### config.mk
export PLATFORM = sky130hd
export DESIGN_NAME = pic_ctrl
export DESIGN_NICKNAME = d
export VERILOG_FILES = /design/src/verilog/pic_pkg.sv /design/src/verilog/pic_arbiter.sv /design/src/verilog/pic_ctrl.sv
export SDC_FILE = /design/constraint.sdc
export NUM_CORES = 1
export LEC_CHECK = 0
export BUFFER_PORTS_ARGS = -buffer_cell sky130_fd_sc_hd__buf_2
export CAP_MARGIN = 0
export CELL_PAD_IN_SITES_DETAIL_PLACEMENT = 1
export CELL_PAD_IN_SITES_GLOBAL_PLACEMENT = 1
export CORE_MARGIN = 2
export CORE_UTILIZATION = 49
export DETAILED_ROUTE_END_ITERATION = 16
export HOLD_SLACK_MARGIN = 0.1
export PLACE_DENSITY = 0.86
export SYNTH_ARGS = -nofsm -noshare
export SYNTH_HDL_FRONTEND = slang
export SYNTH_HIERARCHICAL = 1
export SYNTH_SLANG_ARGS = --single-unit
### constraint.sdc
create_clock -name clk_sys -period 39.5 [get_ports clk_sys]
set_input_delay 1.975 -clock clk_sys [delete_from_list [all_inputs] [get_ports clk_sys]]
set_output_delay 1.975 -clock clk_sys [all_outputs]
set_load 0.01 [all_outputs]
### src/verilog/pic_pkg.sv
// shared constants and request type of the peripheral interrupt control block
package pic_pkg;

    // ************************************************************
    // register map (cpu data space addresses)
    // ************************************************************
    localparam logic [23:0] ADDR_PRIORITY_LEVELS_A    = 24'h00FF20;
    localparam logic [23:0] ADDR_PRIORITY_LEVELS_B    = 24'h00FF21;
    localparam logic [23:0] ADDR_TIMER_SOURCE_ENABLES = 24'h00FF22;
    localparam logic [23:0] ADDR_PORT_SERIAL_ENABLES  = 24'h00FF23;
    localparam logic [23:0] ADDR_TIMER_SOURCE_FLAGS   = 24'h00FF24;
    localparam logic [23:0] ADDR_PORT_SERIAL_FLAGS    = 24'h00FF25;
    localparam logic [23:0] ADDR_UPPER_ENABLES        = 24'h00FF26;
    localparam logic [23:0] ADDR_UPPER_FLAGS          = 24'h00FF27;

    // ************************************************************
    // reset values and field layout
    // ************************************************************
    localparam logic [7:0] RST_ZERO           = 8'h00;
    localparam logic       RST_CARRIER_GEN_ON = 1'b1;
    localparam logic       RST_CARRIER_FORCE  = 1'b0;
    localparam int         TIMER_FIELD_MSB    = 6;
    localparam int         UPPER_FIELD_LSB    = 5;
    localparam int         CARRIER_CTRL_BIT   = 4;

    // ************************************************************
    // sources, in fixed vector order (index 0 is highest)
    // ************************************************************
    localparam int         NSRC       = 18;
    localparam logic [7:0] VEC_BASE   = 8'h06;
    localparam logic [7:0] VEC_LAST   = 8'h28;

    typedef struct packed {
        logic       valid;
        logic [1:0] level;
        logic [4:0] index;
        logic [7:0] vector;
    } pic_req_t;

    // vector address of a source index
    function automatic logic [7:0] pic_vector(input logic [4:0] idx);
        pic_vector = VEC_BASE + {2'b00, idx, 1'b0};
    endfunction

endpackage
### src/verilog/pic_arbiter.sv
// picks the request to present: highest level first, then fixed vector order
`timescale 1ns/1ps
module pic_arbiter #(
    parameter int NSRC = pic_pkg::NSRC
) (
    input  wire logic [NSRC-1:0]      pend,
    input  wire logic [NSRC-1:0][1:0] level,
    input  wire logic [1:0]           mask_level,
    output pic_pkg::pic_req_t         winner
);
    always_comb begin
        winner = '0;
        // walk from lowest to highest order so ties go to the lower index
        for (int i = NSRC - 1; i >= 0; i--) begin
            if (pend[i] && (level[i] > mask_level) &&
                (!winner.valid || level[i] >= winner.level)) begin
                winner.valid  = 1'b1;
                winner.level  = level[i];
                winner.index  = 5'(i);
                winner.vector = pic_pkg::pic_vector(5'(i));
            end
        end
    end
endmodule

### src/verilog/pic_ctrl.sv
// interrupt priority, enable and factor flag registers with request output
// ************************************************************
// Operation
// - a two-bit level field reads 11 as level 3, 10 as 2, 01 as 1 and 00 as 0.
// - the first level register holds port-low-group, serial, stopwatch, clock timer fields.
// - the second level register holds carrier, timers 2-3, timers 0-1, port-high-group fields.
// - the first enable register holds stopwatch and clock timer enables in bits 6-0, bit 7 reads 0.
// - the second enable register holds timer 1/0, three port groups and three serial enables.
// - stopwatch and clock timer flags set on their event, clear on a written 1, ignore 0.
// - timer 1/0, port group and serial flags follow enable order and clear only on a written 1.
// - the third enable register holds timer 3, timer 2 and carrier enables in bits 7-5.
// - timer 3, timer 2 and carrier flags sit in bits 7-5, clear on a written 1, bits 3-0 read 0.
// - each source has a fixed vector, timer 1 first, timer 2 last, which breaks level ties.
// - among pending requests the one of highest priority is served first.
// ************************************************************
`timescale 1ns/1ps
module pic_ctrl (
    input  wire logic                     clk_sys,
    input  wire logic                     resetn,
    input  wire logic [23:0]              io_addr,
    input  wire logic                     io_wr,
    input  wire logic                     io_rd,
    input  wire logic [7:0]               io_wdata,
    input  wire logic [pic_pkg::NSRC-1:0] src_event,
    input  wire logic [1:0]               cpu_mask_level,
    output logic      [7:0]               io_rdata,
    output logic                          irq_req,
    output logic      [1:0]               irq_level,
    output logic      [7:0]               irq_vector,
    output logic                          carrier_gen_on,
    output logic                          carrier_force_on
);

    // ************************************************************
    // register state
    // ************************************************************
    logic [7:0] priority_levels_a;
    logic [7:0] priority_levels_b;
    logic [6:0] timer_source_enables;
    logic [7:0] port_serial_enables;
    logic [6:0] timer_source_flags;
    logic [7:0] port_serial_flags;
    logic [2:0] upper_enables;
    logic [2:0] upper_flags;
    logic [6:0] next_timer_source_enables;
    logic [7:0] next_priority_levels_a;
    logic [7:0] next_priority_levels_b;
    logic [7:0] next_port_serial_enables;
    logic [6:0] next_timer_source_flags;
    logic [7:0] next_port_serial_flags;
    logic [2:0] next_upper_enables;
    logic [2:0] next_upper_flags;
    logic       next_carrier_gen_on;
    logic       next_carrier_force_on;
    logic [7:0] next_io_rdata;

    logic [pic_pkg::NSRC-1:0]      flag_vec;
    logic [pic_pkg::NSRC-1:0]      enable_vec;
    logic [pic_pkg::NSRC-1:0][1:0] level_vec;
    pic_pkg::pic_req_t             winner;

    // ************************************************************
    // source order: timer1, timer0, ports hi/mid/lo, serial err/rx/tx,
    // stopwatch 100/10/1, clock 32/8/2/1, carrier, timer3, timer2
    // ************************************************************
    always_comb begin
        for (int i = 0; i < 8; i++) begin
            flag_vec[i]   = port_serial_flags[7 - i];
            enable_vec[i] = port_serial_enables[7 - i];
        end
        for (int i = 0; i < 7; i++) begin
            flag_vec[8 + i]   = timer_source_flags[6 - i];
            enable_vec[8 + i] = timer_source_enables[6 - i];
        end
        flag_vec[15]   = upper_flags[0];
        flag_vec[16]   = upper_flags[2];
        flag_vec[17]   = upper_flags[1];
        enable_vec[15] = upper_enables[0];
        enable_vec[16] = upper_enables[2];
        enable_vec[17] = upper_enables[1];
    end

    always_comb begin
        level_vec      = '0;
        level_vec[0]   = priority_levels_b[3:2];
        level_vec[1]   = priority_levels_b[3:2];
        level_vec[2]   = priority_levels_b[1:0];
        level_vec[3]   = priority_levels_a[7:6];
        level_vec[4]   = priority_levels_a[7:6];
        for (int i = 5; i < 8; i++) begin
            level_vec[i] = priority_levels_a[5:4];
        end
        for (int i = 8; i < 11; i++) begin
            level_vec[i] = priority_levels_a[3:2];
        end
        for (int i = 11; i < 15; i++) begin
            level_vec[i] = priority_levels_a[1:0];
        end
        level_vec[15]  = priority_levels_b[7:6];
        level_vec[16]  = priority_levels_b[5:4];
        level_vec[17]  = priority_levels_b[5:4];
    end

    pic_arbiter #(
        .NSRC       (pic_pkg::NSRC)
    ) u_arbiter (
        .pend       (flag_vec & enable_vec),
        .level      (level_vec),
        .mask_level (cpu_mask_level),
        .winner     (winner)
    );

    // ************************************************************
    // register writes, flag set/clear, read data
    // ************************************************************
    always_comb begin
        next_priority_levels_a    = priority_levels_a;
        next_priority_levels_b    = priority_levels_b;
        next_timer_source_enables = timer_source_enables;
        next_port_serial_enables  = port_serial_enables;
        next_upper_enables        = upper_enables;
        next_carrier_gen_on       = carrier_gen_on;
        next_carrier_force_on     = carrier_force_on;
        next_timer_source_flags   = timer_source_flags;
        next_port_serial_flags    = port_serial_flags;
        next_upper_flags          = upper_flags;
        if (io_wr) begin
            if (io_addr == pic_pkg::ADDR_PRIORITY_LEVELS_A) begin
                next_priority_levels_a = io_wdata;
            end else if (io_addr == pic_pkg::ADDR_PRIORITY_LEVELS_B) begin
                next_priority_levels_b = io_wdata;
            end else if (io_addr == pic_pkg::ADDR_TIMER_SOURCE_ENABLES) begin
                next_timer_source_enables = io_wdata[pic_pkg::TIMER_FIELD_MSB:0];
            end else if (io_addr == pic_pkg::ADDR_PORT_SERIAL_ENABLES) begin
                next_port_serial_enables = io_wdata;
            end else if (io_addr == pic_pkg::ADDR_TIMER_SOURCE_FLAGS) begin
                next_timer_source_flags = timer_source_flags &
                    ~io_wdata[pic_pkg::TIMER_FIELD_MSB:0];
            end else if (io_addr == pic_pkg::ADDR_PORT_SERIAL_FLAGS) begin
                next_port_serial_flags = port_serial_flags & ~io_wdata;
            end else if (io_addr == pic_pkg::ADDR_UPPER_ENABLES) begin
                next_upper_enables  = io_wdata[7:pic_pkg::UPPER_FIELD_LSB];
                next_carrier_gen_on = io_wdata[pic_pkg::CARRIER_CTRL_BIT];
            end else if (io_addr == pic_pkg::ADDR_UPPER_FLAGS) begin
                next_upper_flags      = upper_flags &
                    ~io_wdata[7:pic_pkg::UPPER_FIELD_LSB];
                next_carrier_force_on = io_wdata[pic_pkg::CARRIER_CTRL_BIT];
            end
        end
        // an event in the clearing cycle wins over the clear
        for (int i = 0; i < 8; i++) begin
            next_port_serial_flags[7 - i] = next_port_serial_flags[7 - i] | src_event[i];
        end
        for (int i = 0; i < 7; i++) begin
            next_timer_source_flags[6 - i] = next_timer_source_flags[6 - i] | src_event[8 + i];
        end
        next_upper_flags        = next_upper_flags |
            {src_event[16], src_event[17], src_event[15]};
    end

    always_comb begin
        next_io_rdata = io_rdata;
        if (io_rd) begin
            if (io_addr == pic_pkg::ADDR_PRIORITY_LEVELS_A) begin
                next_io_rdata = priority_levels_a;
            end else if (io_addr == pic_pkg::ADDR_PRIORITY_LEVELS_B) begin
                next_io_rdata = priority_levels_b;
            end else if (io_addr == pic_pkg::ADDR_TIMER_SOURCE_ENABLES) begin
                next_io_rdata = {1'b0, timer_source_enables};
            end else if (io_addr == pic_pkg::ADDR_PORT_SERIAL_ENABLES) begin
                next_io_rdata = port_serial_enables;
            end else if (io_addr == pic_pkg::ADDR_TIMER_SOURCE_FLAGS) begin
                next_io_rdata = {1'b0, timer_source_flags};
            end else if (io_addr == pic_pkg::ADDR_PORT_SERIAL_FLAGS) begin
                next_io_rdata = port_serial_flags;
            end else if (io_addr == pic_pkg::ADDR_UPPER_ENABLES) begin
                next_io_rdata = {upper_enables, carrier_gen_on, 4'h0};
            end else if (io_addr == pic_pkg::ADDR_UPPER_FLAGS) begin
                next_io_rdata = {upper_flags, carrier_force_on, 4'h0};
            end else begin
                next_io_rdata = 8'h00;
            end
        end
    end

    always_ff @(posedge clk_sys) begin
        if (!resetn) begin
            priority_levels_a    <= pic_pkg::RST_ZERO;
            priority_levels_b    <= pic_pkg::RST_ZERO;
            timer_source_enables <= '0;
            port_serial_enables  <= pic_pkg::RST_ZERO;
            upper_enables        <= '0;
            timer_source_flags   <= '0;
            port_serial_flags    <= pic_pkg::RST_ZERO;
            upper_flags          <= '0;
            carrier_gen_on       <= pic_pkg::RST_CARRIER_GEN_ON;
            carrier_force_on     <= pic_pkg::RST_CARRIER_FORCE;
            io_rdata             <= pic_pkg::RST_ZERO;
        end else begin
            priority_levels_a    <= next_priority_levels_a;
            priority_levels_b    <= next_priority_levels_b;
            timer_source_enables <= next_timer_source_enables;
            port_serial_enables  <= next_port_serial_enables;
            upper_enables        <= next_upper_enables;
            timer_source_flags   <= next_timer_source_flags;
            port_serial_flags    <= next_port_serial_flags;
            upper_flags          <= next_upper_flags;
            carrier_gen_on       <= next_carrier_gen_on;
            carrier_force_on     <= next_carrier_force_on;
            io_rdata             <= next_io_rdata;
        end
    end

    // ************************************************************
    // request to the cpu
    // ************************************************************
    always_ff @(posedge clk_sys) begin
        if (!resetn) begin
            irq_req    <= 1'b0;
            irq_level  <= 2'b00;
            irq_vector <= 8'h00;
        end else begin
            irq_req    <= winner.valid;
            irq_level  <= winner.level;
            irq_vector <= winner.vector;
        end
    end

    // ************************************************************
    // checks
    // ************************************************************
    logic [1:0] top_pending_level;
    always_comb begin
        top_pending_level = 2'b00;
        for (int i = 0; i < pic_pkg::NSRC; i++) begin
            if (flag_vec[i] && enable_vec[i] && level_vec[i] > top_pending_level) begin
                top_pending_level = level_vec[i];
            end
        end
    end
endmodule

==> flow_metrics.env, run 1 <==
export IMPL_end_kind="flip-flop"
export IMPL_vias_per_cell=6.307
export IMPL_fillers=1596
export IMPL_initial_core_util_pct=50.44
export IMPL_grt_start_max_net_pins=72
export IMPL_place_congestion=0.8957
export IMPL_fin_total_pwr_mw=0.1781
export IMPL_drv_cap=0
export IMPL_grtUsageTotal_pct=30.25
export IMPL_antenna_found_initial=0
export IMPL_hold_path_class="flip-flop to flip-flop"
export IMPL_clk_pin_slew_ns=0.06
export IMPL_critPathLaunchType="input port"
export IMPL_area_delta_synth_final_pct=12.77
export IMPL_grt_pass1_wl_um=34310
export IMPL_hold_slack_ns=0.4769
export IMPL_total_leakage_power_nw=3.162
export IMPL_io_pin_count=77
export IMPL_r2r_start="priority_levels_b[5]"
export IMPL_cts_setup_buffers=0
export IMPL_vias=6351
export IMPL_timing_rr_end="irq_level[0]"
export IMPL_required_ns=39.73
export IMPL_synth_avg_cell_area_um2=8.455
export IMPL_cts_buffer_depth=2
export IMPL_hold_viol_final=0
export IMPL_drive_gt1_share_pct=17.60
export IMPL_placementRows=41
export IMPL_endpoint="irq_level[0]"
export IMPL_crit_slowest_cell="a2111oi_0"
export IMPL_first_pass_iters=5
export IMPL_fin_skew_ns=0.009538
export IMPL_tritoncts="yes"
export IMPL_dieArea_um2=14030
export IMPL_clockPowerShare_pct=46.9
export IMPL_finalWorstSetupSlack_ns=12.24
export IMPL_crit_arrival_ns=27.49
export IMPL_clock_root_buffer="clkbuf_16"
export IMPL_rsz0062_at_grt="false"
export IMPL_relSlewSlack_pct=21.83
export IMPL_clock_sinks=73
export IMPL_critPathLaunch="cpu_mask_level[1]"
export IMPL_drv_slew=0
export IMPL_vdd_drop_max_mv=0.02849
export IMPL_fp_dieW_um=118.4
export IMPL_r2r_setup_slack_ns=14.04
export IMPL_p_int_mw=0.1324
export IMPL_slowest_delay_ns=0.64
export IMPL_fin_nets=947
export IMPL_multi_input_area_um2=4707
export IMPL_pre_cts_ws_ns=12.39
export IMPL_h_tree_depth=3
export IMPL_power_switching_mw=0.04572
export IMPL_worstSkewPairLatency_ns=0.34
export IMPL_dp_hpwl_um=16220
export IMPL_holdBufCountCts=0
export IMPL_min_period_over_period_pct=69.02
export IMPL_rr_worst_depth=115
export IMPL_grt_pass1_vias=6632
export IMPL_n_antenna_cell=0
export IMPL_totalWireLength_um=21020
export IMPL_seq_power_share_pct=43.0
export IMPL_core_area_um2=12720
export IMPL_critPathKind="input port to flip-flop"
export IMPL_setup_violations=0
export IMPL_drc=0
export IMPL_fmax_mhz=36.68
export IMPL_register_area_um2=1461
export IMPL_port_buffer_count=76
export IMPL_cts_resized=0
export IMPL_worstPathMaxFanout=18
export IMPL_die_y_um=118.4
export IMPL_drtIter0Drc=420
export IMPL_syn_area_um2=6417
export IMPL_wl_per_cell_um=20.87
export IMPL_pwr_share_comb_pct=10.1
export IMPL_power_density_nw_per_um2=24.61
export IMPL_ys_warn_count=6
export IMPL_tightestPinTransition_ns=1.163
export IMPL_detail_route_antenna_nets=0
export IMPL_numCtsBuffers=9
export IMPL_fin_setup_tns_ns=0
export IMPL_synth_cells=759
export IMPL_grt_overflow_total=0
export IMPL_switching_share_pct=25.67
export IMPL_min_period_ns=27.26
export IMPL_status="finished, final reports clean"
state kept, by name, summed over array words and instances, names as in the netlist, 3 cells and up:
name and flops:
io_rdata 8, irq_vector 8, port_serial_enables 8, port_serial_flags 8, priority_levels_a 8, priority_levels_b 8, timer_source_enables 7, timer_source_flags 7
upper_enables 3, upper_flags 3
per-stage QoR:
stage | std cells | instance area (µm²) | util [%]
global placement | 991 | 6937 | 54.52
CTS | 1007 | 7237 | 56.88
finish | 1007 | 7237 | 56.88
global route | 1007 | 7237 | 56.88
detailed placement | 991 | 6937 | 54.52
floorplan | 761 | 6425 | -
routing by layer:
metal	global-route usage [%]	up-vias	wire length, µm
li1	-	2980	-
met1	39.03	3125	9228
met2	51.66	197	10220
met3	3.137	49	914
met4	12.13	0	660
met5	0	-	0
worst min path at each step:
stage               cells past startpoint           to   startpoint  slack [ns]
floorplan                               2  io_rdata[3]  io_rdata[3]        0.48
global placement                        2  io_rdata[3]  io_rdata[3]        0.44
detailed placement                      2  io_rdata[3]  io_rdata[3]        0.45
CTS                                     2  io_rdata[3]  io_rdata[3]        0.48
global route                            2  io_rdata[3]  io_rdata[3]        0.51
finish                                  2  io_rdata[3]  io_rdata[3]        0.48
worst max-delay path, delay by kind of cell:
kind | cells | cell delay (ns)
adders and majority gates | 19 | 5.35
AOI/OAI and AO/OA | 53 | 12.39
and+or+nand+nor | 35 | 5.78
muxes | 3 | 0.94
buffers and inverters | 7 | 1.09
layout make-up:
| type | count | area share [%] |
|---|---|---|
| inverter | 42 | 2.178 |
| clock buffer | 9 | 3.112 |
| sequential | 73 | 20.19 |
| timing repair buffer | 78 | 5.463 |
| clock inverter | 7 | 1.037 |
| tap | 172 | 2.974 |
| multi-input combinational | 626 | 65.04 |
cell usage in the layout, fill, tap and decap left out, types with 4 or more instances in the layout:
cell type  instances
and2_1            32
a31oi_1           10
o22ai_1            5
nor3_1            11
o31a_1             5
o211ai_1          14
buf_2             76
mux2_2             8
nand4_1            8
o211ai_2           6
nor4_1             6
o221ai_1           6
nand2b_1          25
inv_1             41
and3_1             6
a21oi_1           38
nand4b_1           5
dfxtp_1           73
mux2i_1           39
nor2b_1           53
o21ai_1            6
a221oi_1           4
a21o_1             7
o211a_1            6
a21boi_0          18
nor2_1            42
a211o_1            6
a32oi_1            4
nand3_1           15
o21ai_0           18
or4_1              4
ha_1              61
clkbuf_16          9
o21a_1            22
a22o_1             5
nand2_1           50
power by group through the flow:
| stage | Sequential (mW) | Combinational [mW] | Clock (mW) |
|---|---|---|---|
| 2_1_floorplan | 0.0777 | 0.0101 | 0 |
| 3_3_place_gp | 0.0780 | 0.0167 | 0 |
| 5_1_grt | 0.0767 | 0.0198 | 0.0872 |
| 6_report | 0.0766 | 0.0180 | 0.0835 |
| 3_5_place_dp | 0.0782 | 0.0176 | 0 |
| 4_1_cts | 0.0765 | 0.0178 | 0.0842 |
Power figures use the tool's default switching activity.
==> inputs of run 2 (changes only) <==
- CORE_UTILIZATION: 49 -> 45
- PLACE_DENSITY: 0.86 -> 0.79
- clock period: 39.5 -> 27.1 ns (I/O delays scaled with it)
==> flow_metrics.env, run 2 (synthesis gave the netlist of run 1 again) <==
export IMPL_status="finished, final reports clean"
export IMPL_final_common_cell="buf_2"
export IMPL_core_area_um2=13880
export IMPL_clock_sinks=73
export IMPL_drc=0
export IMPL_end_kind="flip-flop"
export IMPL_placed_area_um2=6954
export IMPL_min_from="io_rdata[3]"
export IMPL_final_cell_mix="buf_2 (75), dfxtp_1 (73), ha_1 (61)"
export IMPL_drive_gt1_share_pct=18.65
export IMPL_crit_arrival_ns=25.70
export IMPL_hold_viol_final=0
export IMPL_total_leakage_power_nw=3.187
export IMPL_critPathLaunch="cpu_mask_level[1]"
export IMPL_setup_violations=0
export IMPL_dieArea_um2=15230
export IMPL_crit_path_frequent_cell="ha_1"
export IMPL_fin_nets=954
export IMPL_io_pin_count=77
export IMPL_final_core_util_pct=52.75
export IMPL_pwr_share_comb_pct=10.4
export IMPL_final_area_um2=7322
export IMPL_port_buffer_count=76
export IMPL_finalWorstSetupSlack_ns=1.675
export IMPL_grt_overflow_total=0
export IMPL_fmax_mhz=39.33
export IMPL_rr_worst_depth=115
export IMPL_antenna_found_initial=0
export IMPL_grt_pass1_wl_um=34550
export IMPL_place_congestion=0.9200
export IMPL_critPathLaunchType="input port"
export IMPL_initial_core_util_pct=46.23
export IMPL_timing_rr_end="irq_vector[4]"
export IMPL_detail_route_antenna_nets=0
export IMPL_hold_slack_ns=0.4819
export IMPL_min_period_ns=25.43
export IMPL_hold_path_class="flip-flop to flip-flop"
export IMPL_fp_dieW_um=123.4
export IMPL_min_period_over_period_pct=93.82
export IMPL_r2r_setup_slack_ns=2.42
export IMPL_worstSkewPairLatency_ns=0.34
export IMPL_wl_per_cell_um=20.90
export IMPL_h_tree_depth=3
export IMPL_relSlewSlack_pct=23.21
export IMPL_dp_hpwl_um=16640
export IMPL_r2r_start="priority_levels_b[5]"
export IMPL_grt_start_max_net_pins=72
export IMPL_clockPowerShare_pct=46.4
export IMPL_p_int_mw=0.1951
export IMPL_first_pass_iters=5
export IMPL_placementRows=43
export IMPL_drv_cap=0
export IMPL_drtIter0Drc=369
export IMPL_area_delta_synth_final_pct=14.10
export IMPL_cts_buffer_depth=2
export IMPL_die_y_um=123.4
export IMPL_rsz0062_at_grt="false"
export IMPL_grt_pass1_vias=6612
export IMPL_vdd_drop_max_mv=0.03170
export IMPL_tightestPinTransition_ns=1.143
export IMPL_pre_cts_ws_ns=0.5952
export IMPL_fin_setup_tns_ns=0
export IMPL_min_path_cells=2
export IMPL_fin_skew_ns=0.009604
export IMPL_tritoncts="yes"
export IMPL_numCtsBuffers=9
export IMPL_clk_pin_slew_ns=0.06
export IMPL_seq_power_share_pct=43.2
export IMPL_vias=6282
export IMPL_power_density_nw_per_um2=35.26
export IMPL_critPathKind="input port to flip-flop"
export IMPL_holdBufCountCts=0
export IMPL_n_antenna_cell=0
export IMPL_totalWireLength_um=21360
export IMPL_vias_per_cell=6.147
export IMPL_worstPathMaxFanout=9
export IMPL_power_switching_mw=0.06307
export IMPL_hold_path_end="io_rdata[3]"
export IMPL_slowest_delay_ns=0.50
export IMPL_switching_share_pct=24.43
export IMPL_drv_slew=0
export IMPL_clock_root_buffer="clkbuf_16"
export IMPL_grtUsageTotal_pct=29.24
export IMPL_required_ns=27.38
export IMPL_crit_slowest_cell="a2111oi_1"
run 2: cell types whose count changed in the layout (fill, tap and decap cells not counted), moves of 2 or more:
cell / change
buf_4: +7
a21oi_2: +2
clkbuf_1: +3
a21oi_1: -2
inv_6: -3
run 2: repair_timing:
action | in CTS | in global routing
endpoints found under the setup margin | 0 | 7
buffers inserted | 0 | 6
resized for setup | 0 | 8
run 2: metal layers:
layer  share of wire, %  GRT usage [%]  up-vias
li1                   -              -     2991
met5                  0              0        -
met3                3.4          3.506       36
met1                 44          36.84     3112
met4                2.4          9.162        0
met2                 50          51.75      143
run 2: worst max-delay path by stage:
stage                         end  slack, ns
floorplan            irq_level[0]       4.57
global placement     irq_level[0]       1.96
detailed placement   irq_level[0]       0.60
CTS                  irq_level[0]       0.85
global route        irq_vector[4]       0.02
finish              irq_vector[4]       1.67
run 2: stage by stage:
stage	instances	power, mW
after floorplan	761	0.1281
after global placement	1000	0.1381
final	1022	0.2582
after CTS	1016	0.2578
after detailed placement	1000	0.1397
after global routing	1022	0.2657
run 2: worst max-delay path, delay by kind of cell:
kind	cells	cell delay (ns)
compound gates	52	11.70
simple gates	37	5.74
fa+ha+maj	19	5.31
mux	3	1.04
buf+inv	6	0.57
run 2: layout make-up:
| class | instances | area, µm² |
|---|---|---|
| multi-input combinational | 626 | 4733 |
| timing repair buffer | 85 | 450.4 |
| clock buffer | 13 | 250.2 |
| tap | 180 | 225.2 |
| inverter | 42 | 161.4 |
| clock inverter | 3 | 40.04 |
| sequential | 73 | 1461 |
| fill | 1712 | 6559 |
run 2: power groups by stage:
| stage | registers (mW) | clock network (mW) | logic (mW) |
|---|---|---|---|
| floorplan | 0.113 | 0 | 0.0148 |
| global placement | 0.114 | 0 | 0.0243 |
| detailed placement | 0.114 | 0 | 0.0258 |
| CTS | 0.112 | 0.120 | 0.0260 |
| global route | 0.112 | 0.124 | 0.0298 |
| finish | 0.112 | 0.120 | 0.0268 |
==> inputs of run 3 (changes only) <==
- CORE_UTILIZATION: 45 -> 44
- CTS_BUF_LIST: unset -> sky130_fd_sc_hd__clkbuf_4
- PLACE_DENSITY: 0.79 -> 0.81
- SYNTH_HIERARCHICAL: 1 -> unset
==> flow_metrics.env, run 3 <==
export IMPL_grt_start_max_net_pins=52
export IMPL_required_ns=27.46
export IMPL_detail_route_antenna_nets=0
export IMPL_vdd_drop_max_mv=0.03234
export IMPL_synth_top_area_share_pct=26.99
export IMPL_status="finished, final reports clean"
export IMPL_dp_hpwl_um=13960
export IMPL_clock_sinks=70
export IMPL_synth_top_cell_by_area="dfxtp_1"
export IMPL_drc=0
export IMPL_synth_fa_ha_area_share_pct=8.821
export IMPL_synth_top_cells_by_count="nor2_1 (87), dfxtp_1 (70), nand2_1 (70)"
export IMPL_use_met1_pct=33.82
export IMPL_fin_skew_ns=0.01185
export IMPL_synth_xor_area_share_pct=0
export IMPL_grt_overflow_total=0
export IMPL_ys_types=77
export IMPL_worstPathMaxFanout=8
export IMPL_multi_input_area_um2=3570
export IMPL_fp_dieW_um=112.6
export IMPL_area_delta_synth_final_pct=11.18
export IMPL_synth_cells=652
export IMPL_io_pin_count=77
export IMPL_crit_slowest_cell="o211ai_1"
export IMPL_placementRows=39
export IMPL_first_pass_iters=5
export IMPL_placed_area_um2=5620
export IMPL_synth_top_cells_by_area="dfxtp_1 (27%), ha_1 (8.4%), mux2i_1 (6.4%)"
export IMPL_synth_edf_count=0
export IMPL_cts_buffer_depth=2
export IMPL_final_common_cell="nor2_1"
export IMPL_holdBufCountCts=0
export IMPL_synth_simple_area_share_pct=24.20
export IMPL_crit_arrival_ns=25.31
export IMPL_fmax_mhz=40.08
export IMPL_initial_core_util_pct=45.27
export IMPL_core_area_um2=11470
export IMPL_relSlewSlack_pct=28.91
export IMPL_h_tree_depth=3
export IMPL_ys_ff_latch=70
export IMPL_ys_seq_area_share_pct=26.99
export IMPL_power_density_nw_per_um2=34.99
export IMPL_clk_pin_slew_ns=0.14
export IMPL_drive_gt1_share_pct=18.82
export IMPL_pre_cts_ws_ns=2.093
export IMPL_die_y_um=112.6
export IMPL_register_area_um2=1401
export IMPL_fin_nets=798
export IMPL_wl_per_cell_um=20.75
export IMPL_grt_pass1_wl_um=27810
export IMPL_vias_per_cell=6.207
export IMPL_numCtsBuffers=9
export IMPL_min_period_ns=24.95
export IMPL_critPathLaunchType="input port"
export IMPL_setup_violations=0
export IMPL_min_from="io_rdata[2]"
export IMPL_drtIter0Drc=251
export IMPL_rr_worst_depth=113
export IMPL_syn_area_um2=5191
export IMPL_r2r_start="priority_levels_b[5]"
export IMPL_drv_cap=0
export IMPL_tritoncts="yes"
export IMPL_use_met3_pct=5.508
export IMPL_yosysMostFrequentCell="nor2_1"
export IMPL_port_buffer_count=73
export IMPL_vias=5313
export IMPL_cts_resized=0
export IMPL_dieArea_um2=12680
export IMPL_ys_warn_count=0
export IMPL_finalWorstSetupSlack_ns=2.149
export IMPL_hold_path_class="flip-flop to flip-flop"
export IMPL_endpoint="irq_vector[5]"
export IMPL_grtUsageTotal_pct=27.71
export IMPL_async_flop_share_pct=0
export IMPL_total_leakage_power_nw=2.340
export IMPL_critPathLaunch="cpu_mask_level[1]"
export IMPL_synth_compound_area_share_pct=23.74
export IMPL_r2r_setup_slack_ns=3.11
export IMPL_place_congestion=0.8900
export IMPL_met2_usage_pct=48.42
export IMPL_cts_setup_buffers=0
export IMPL_antenna_found_initial=0
export IMPL_totalWireLength_um=17760
export IMPL_min_period_over_period_pct=92.07
export IMPL_synth_area_mux_share_pct=11.79
export IMPL_grt_pass1_vias=5323
export IMPL_final_area_um2=5772
export IMPL_ys_flop_type="dfxtp_1"
export IMPL_rsz0062_at_grt="false"
export IMPL_fin_setup_tns_ns=0
export IMPL_fillers=1480
export IMPL_end_kind="flip-flop"
export IMPL_synth_avg_cell_area_um2=7.962
export IMPL_grt_busiest_layer="met2"
export IMPL_synth_top_family_by_area="simple AND/OR/NAND/NOR gates"
export IMPL_tightestPinTransition_ns=1.062
export IMPL_worstSkewPairLatency_ns=0.44
export IMPL_crit_path_frequent_cell="ha_1"
export IMPL_timing_rr_end="irq_vector[5]"
export IMPL_critPathKind="input port to flip-flop"
export IMPL_slowest_delay_ns=0.59
export IMPL_fin_total_pwr_mw=0.2019
export IMPL_clock_root_buffer="clkbuf_4"
export IMPL_drv_slew=0
export IMPL_final_cell_mix="nor2_1 (87), buf_2 (73), nand2_1 (70), dfxtp_1 (70), a21oi_1 (52)"
export IMPL_hold_viol_final=0
## run 3: worst max-delay path: cells and delay by family
family	cells	cell delay [ns]
adder cells (fa/ha/maj)	18	5.15
AO/OA/AOI/OAI	46	9.38
buffers and inverters	4	0.63
multiplexers	5	1.51
AND/OR/NAND/NOR	42	7.23
## run 3: worst min path at each step
stage	end	depth (start not counted)
2_1_floorplan	priority_levels_b[6]	2
3_3_place_gp	priority_levels_b[4]	2
3_5_place_dp	io_rdata[2]	2
4_1_cts	io_rdata[2]	2
5_1_grt	io_rdata[2]	2
6_report	io_rdata[2]	2
## run 3: where the power goes
part / internal [mW] / leakage (nW) / switching (mW)
Combinational: 0.00788 / 1.70 / 0.0120
Clock: 0.0293 / 0.0711 / 0.0449
Sequential: 0.105 / 0.571 / 0.00242
Total: 0.143 / 2.34 / 0.0594
## run 3: cells by family (layout without fill, tap and decap cells)
group,count (synthesis),in the layout
compound gates,176,176
fa+ha+maj,37,37
buf+inv,57,115
flops,70,70
mux,51,51
other cells,1,4
simple gates,260,260
## run 3: layer usage
metal | share of wire, % | routed length (µm)
met1 | 42 | 7497
met2 | 50 | 8793
met4 | 3.1 | 557
met5 | 0 | 0
met3 | 5.1 | 911
## run 3: metrics by stage
stage | util [%] | hold slack (ns) | cells
2_1_floorplan | - | 0.4449 | 654
3_3_place_gp | 49.01 | 0.4639 | 839
3_5_place_dp | 49.01 | 0.4821 | 839
4_1_cts | 50.31 | 0.5009 | 855
5_1_grt | 50.31 | 0.5273 | 855
6_report | 50.33 | 0.4929 | 856
## run 3: layout make-up
class	instances	share of cell area [%]
Inverter	24	1.561
Clock inverter	7	1.409
Sequential cell	70	24.28
Antenna cell	1	0.04336
Clock buffer	9	1.171
Multi-Input combinational cell	527	61.85
Tap cell	143	3.100
Timing Repair Buffer	75	6.590
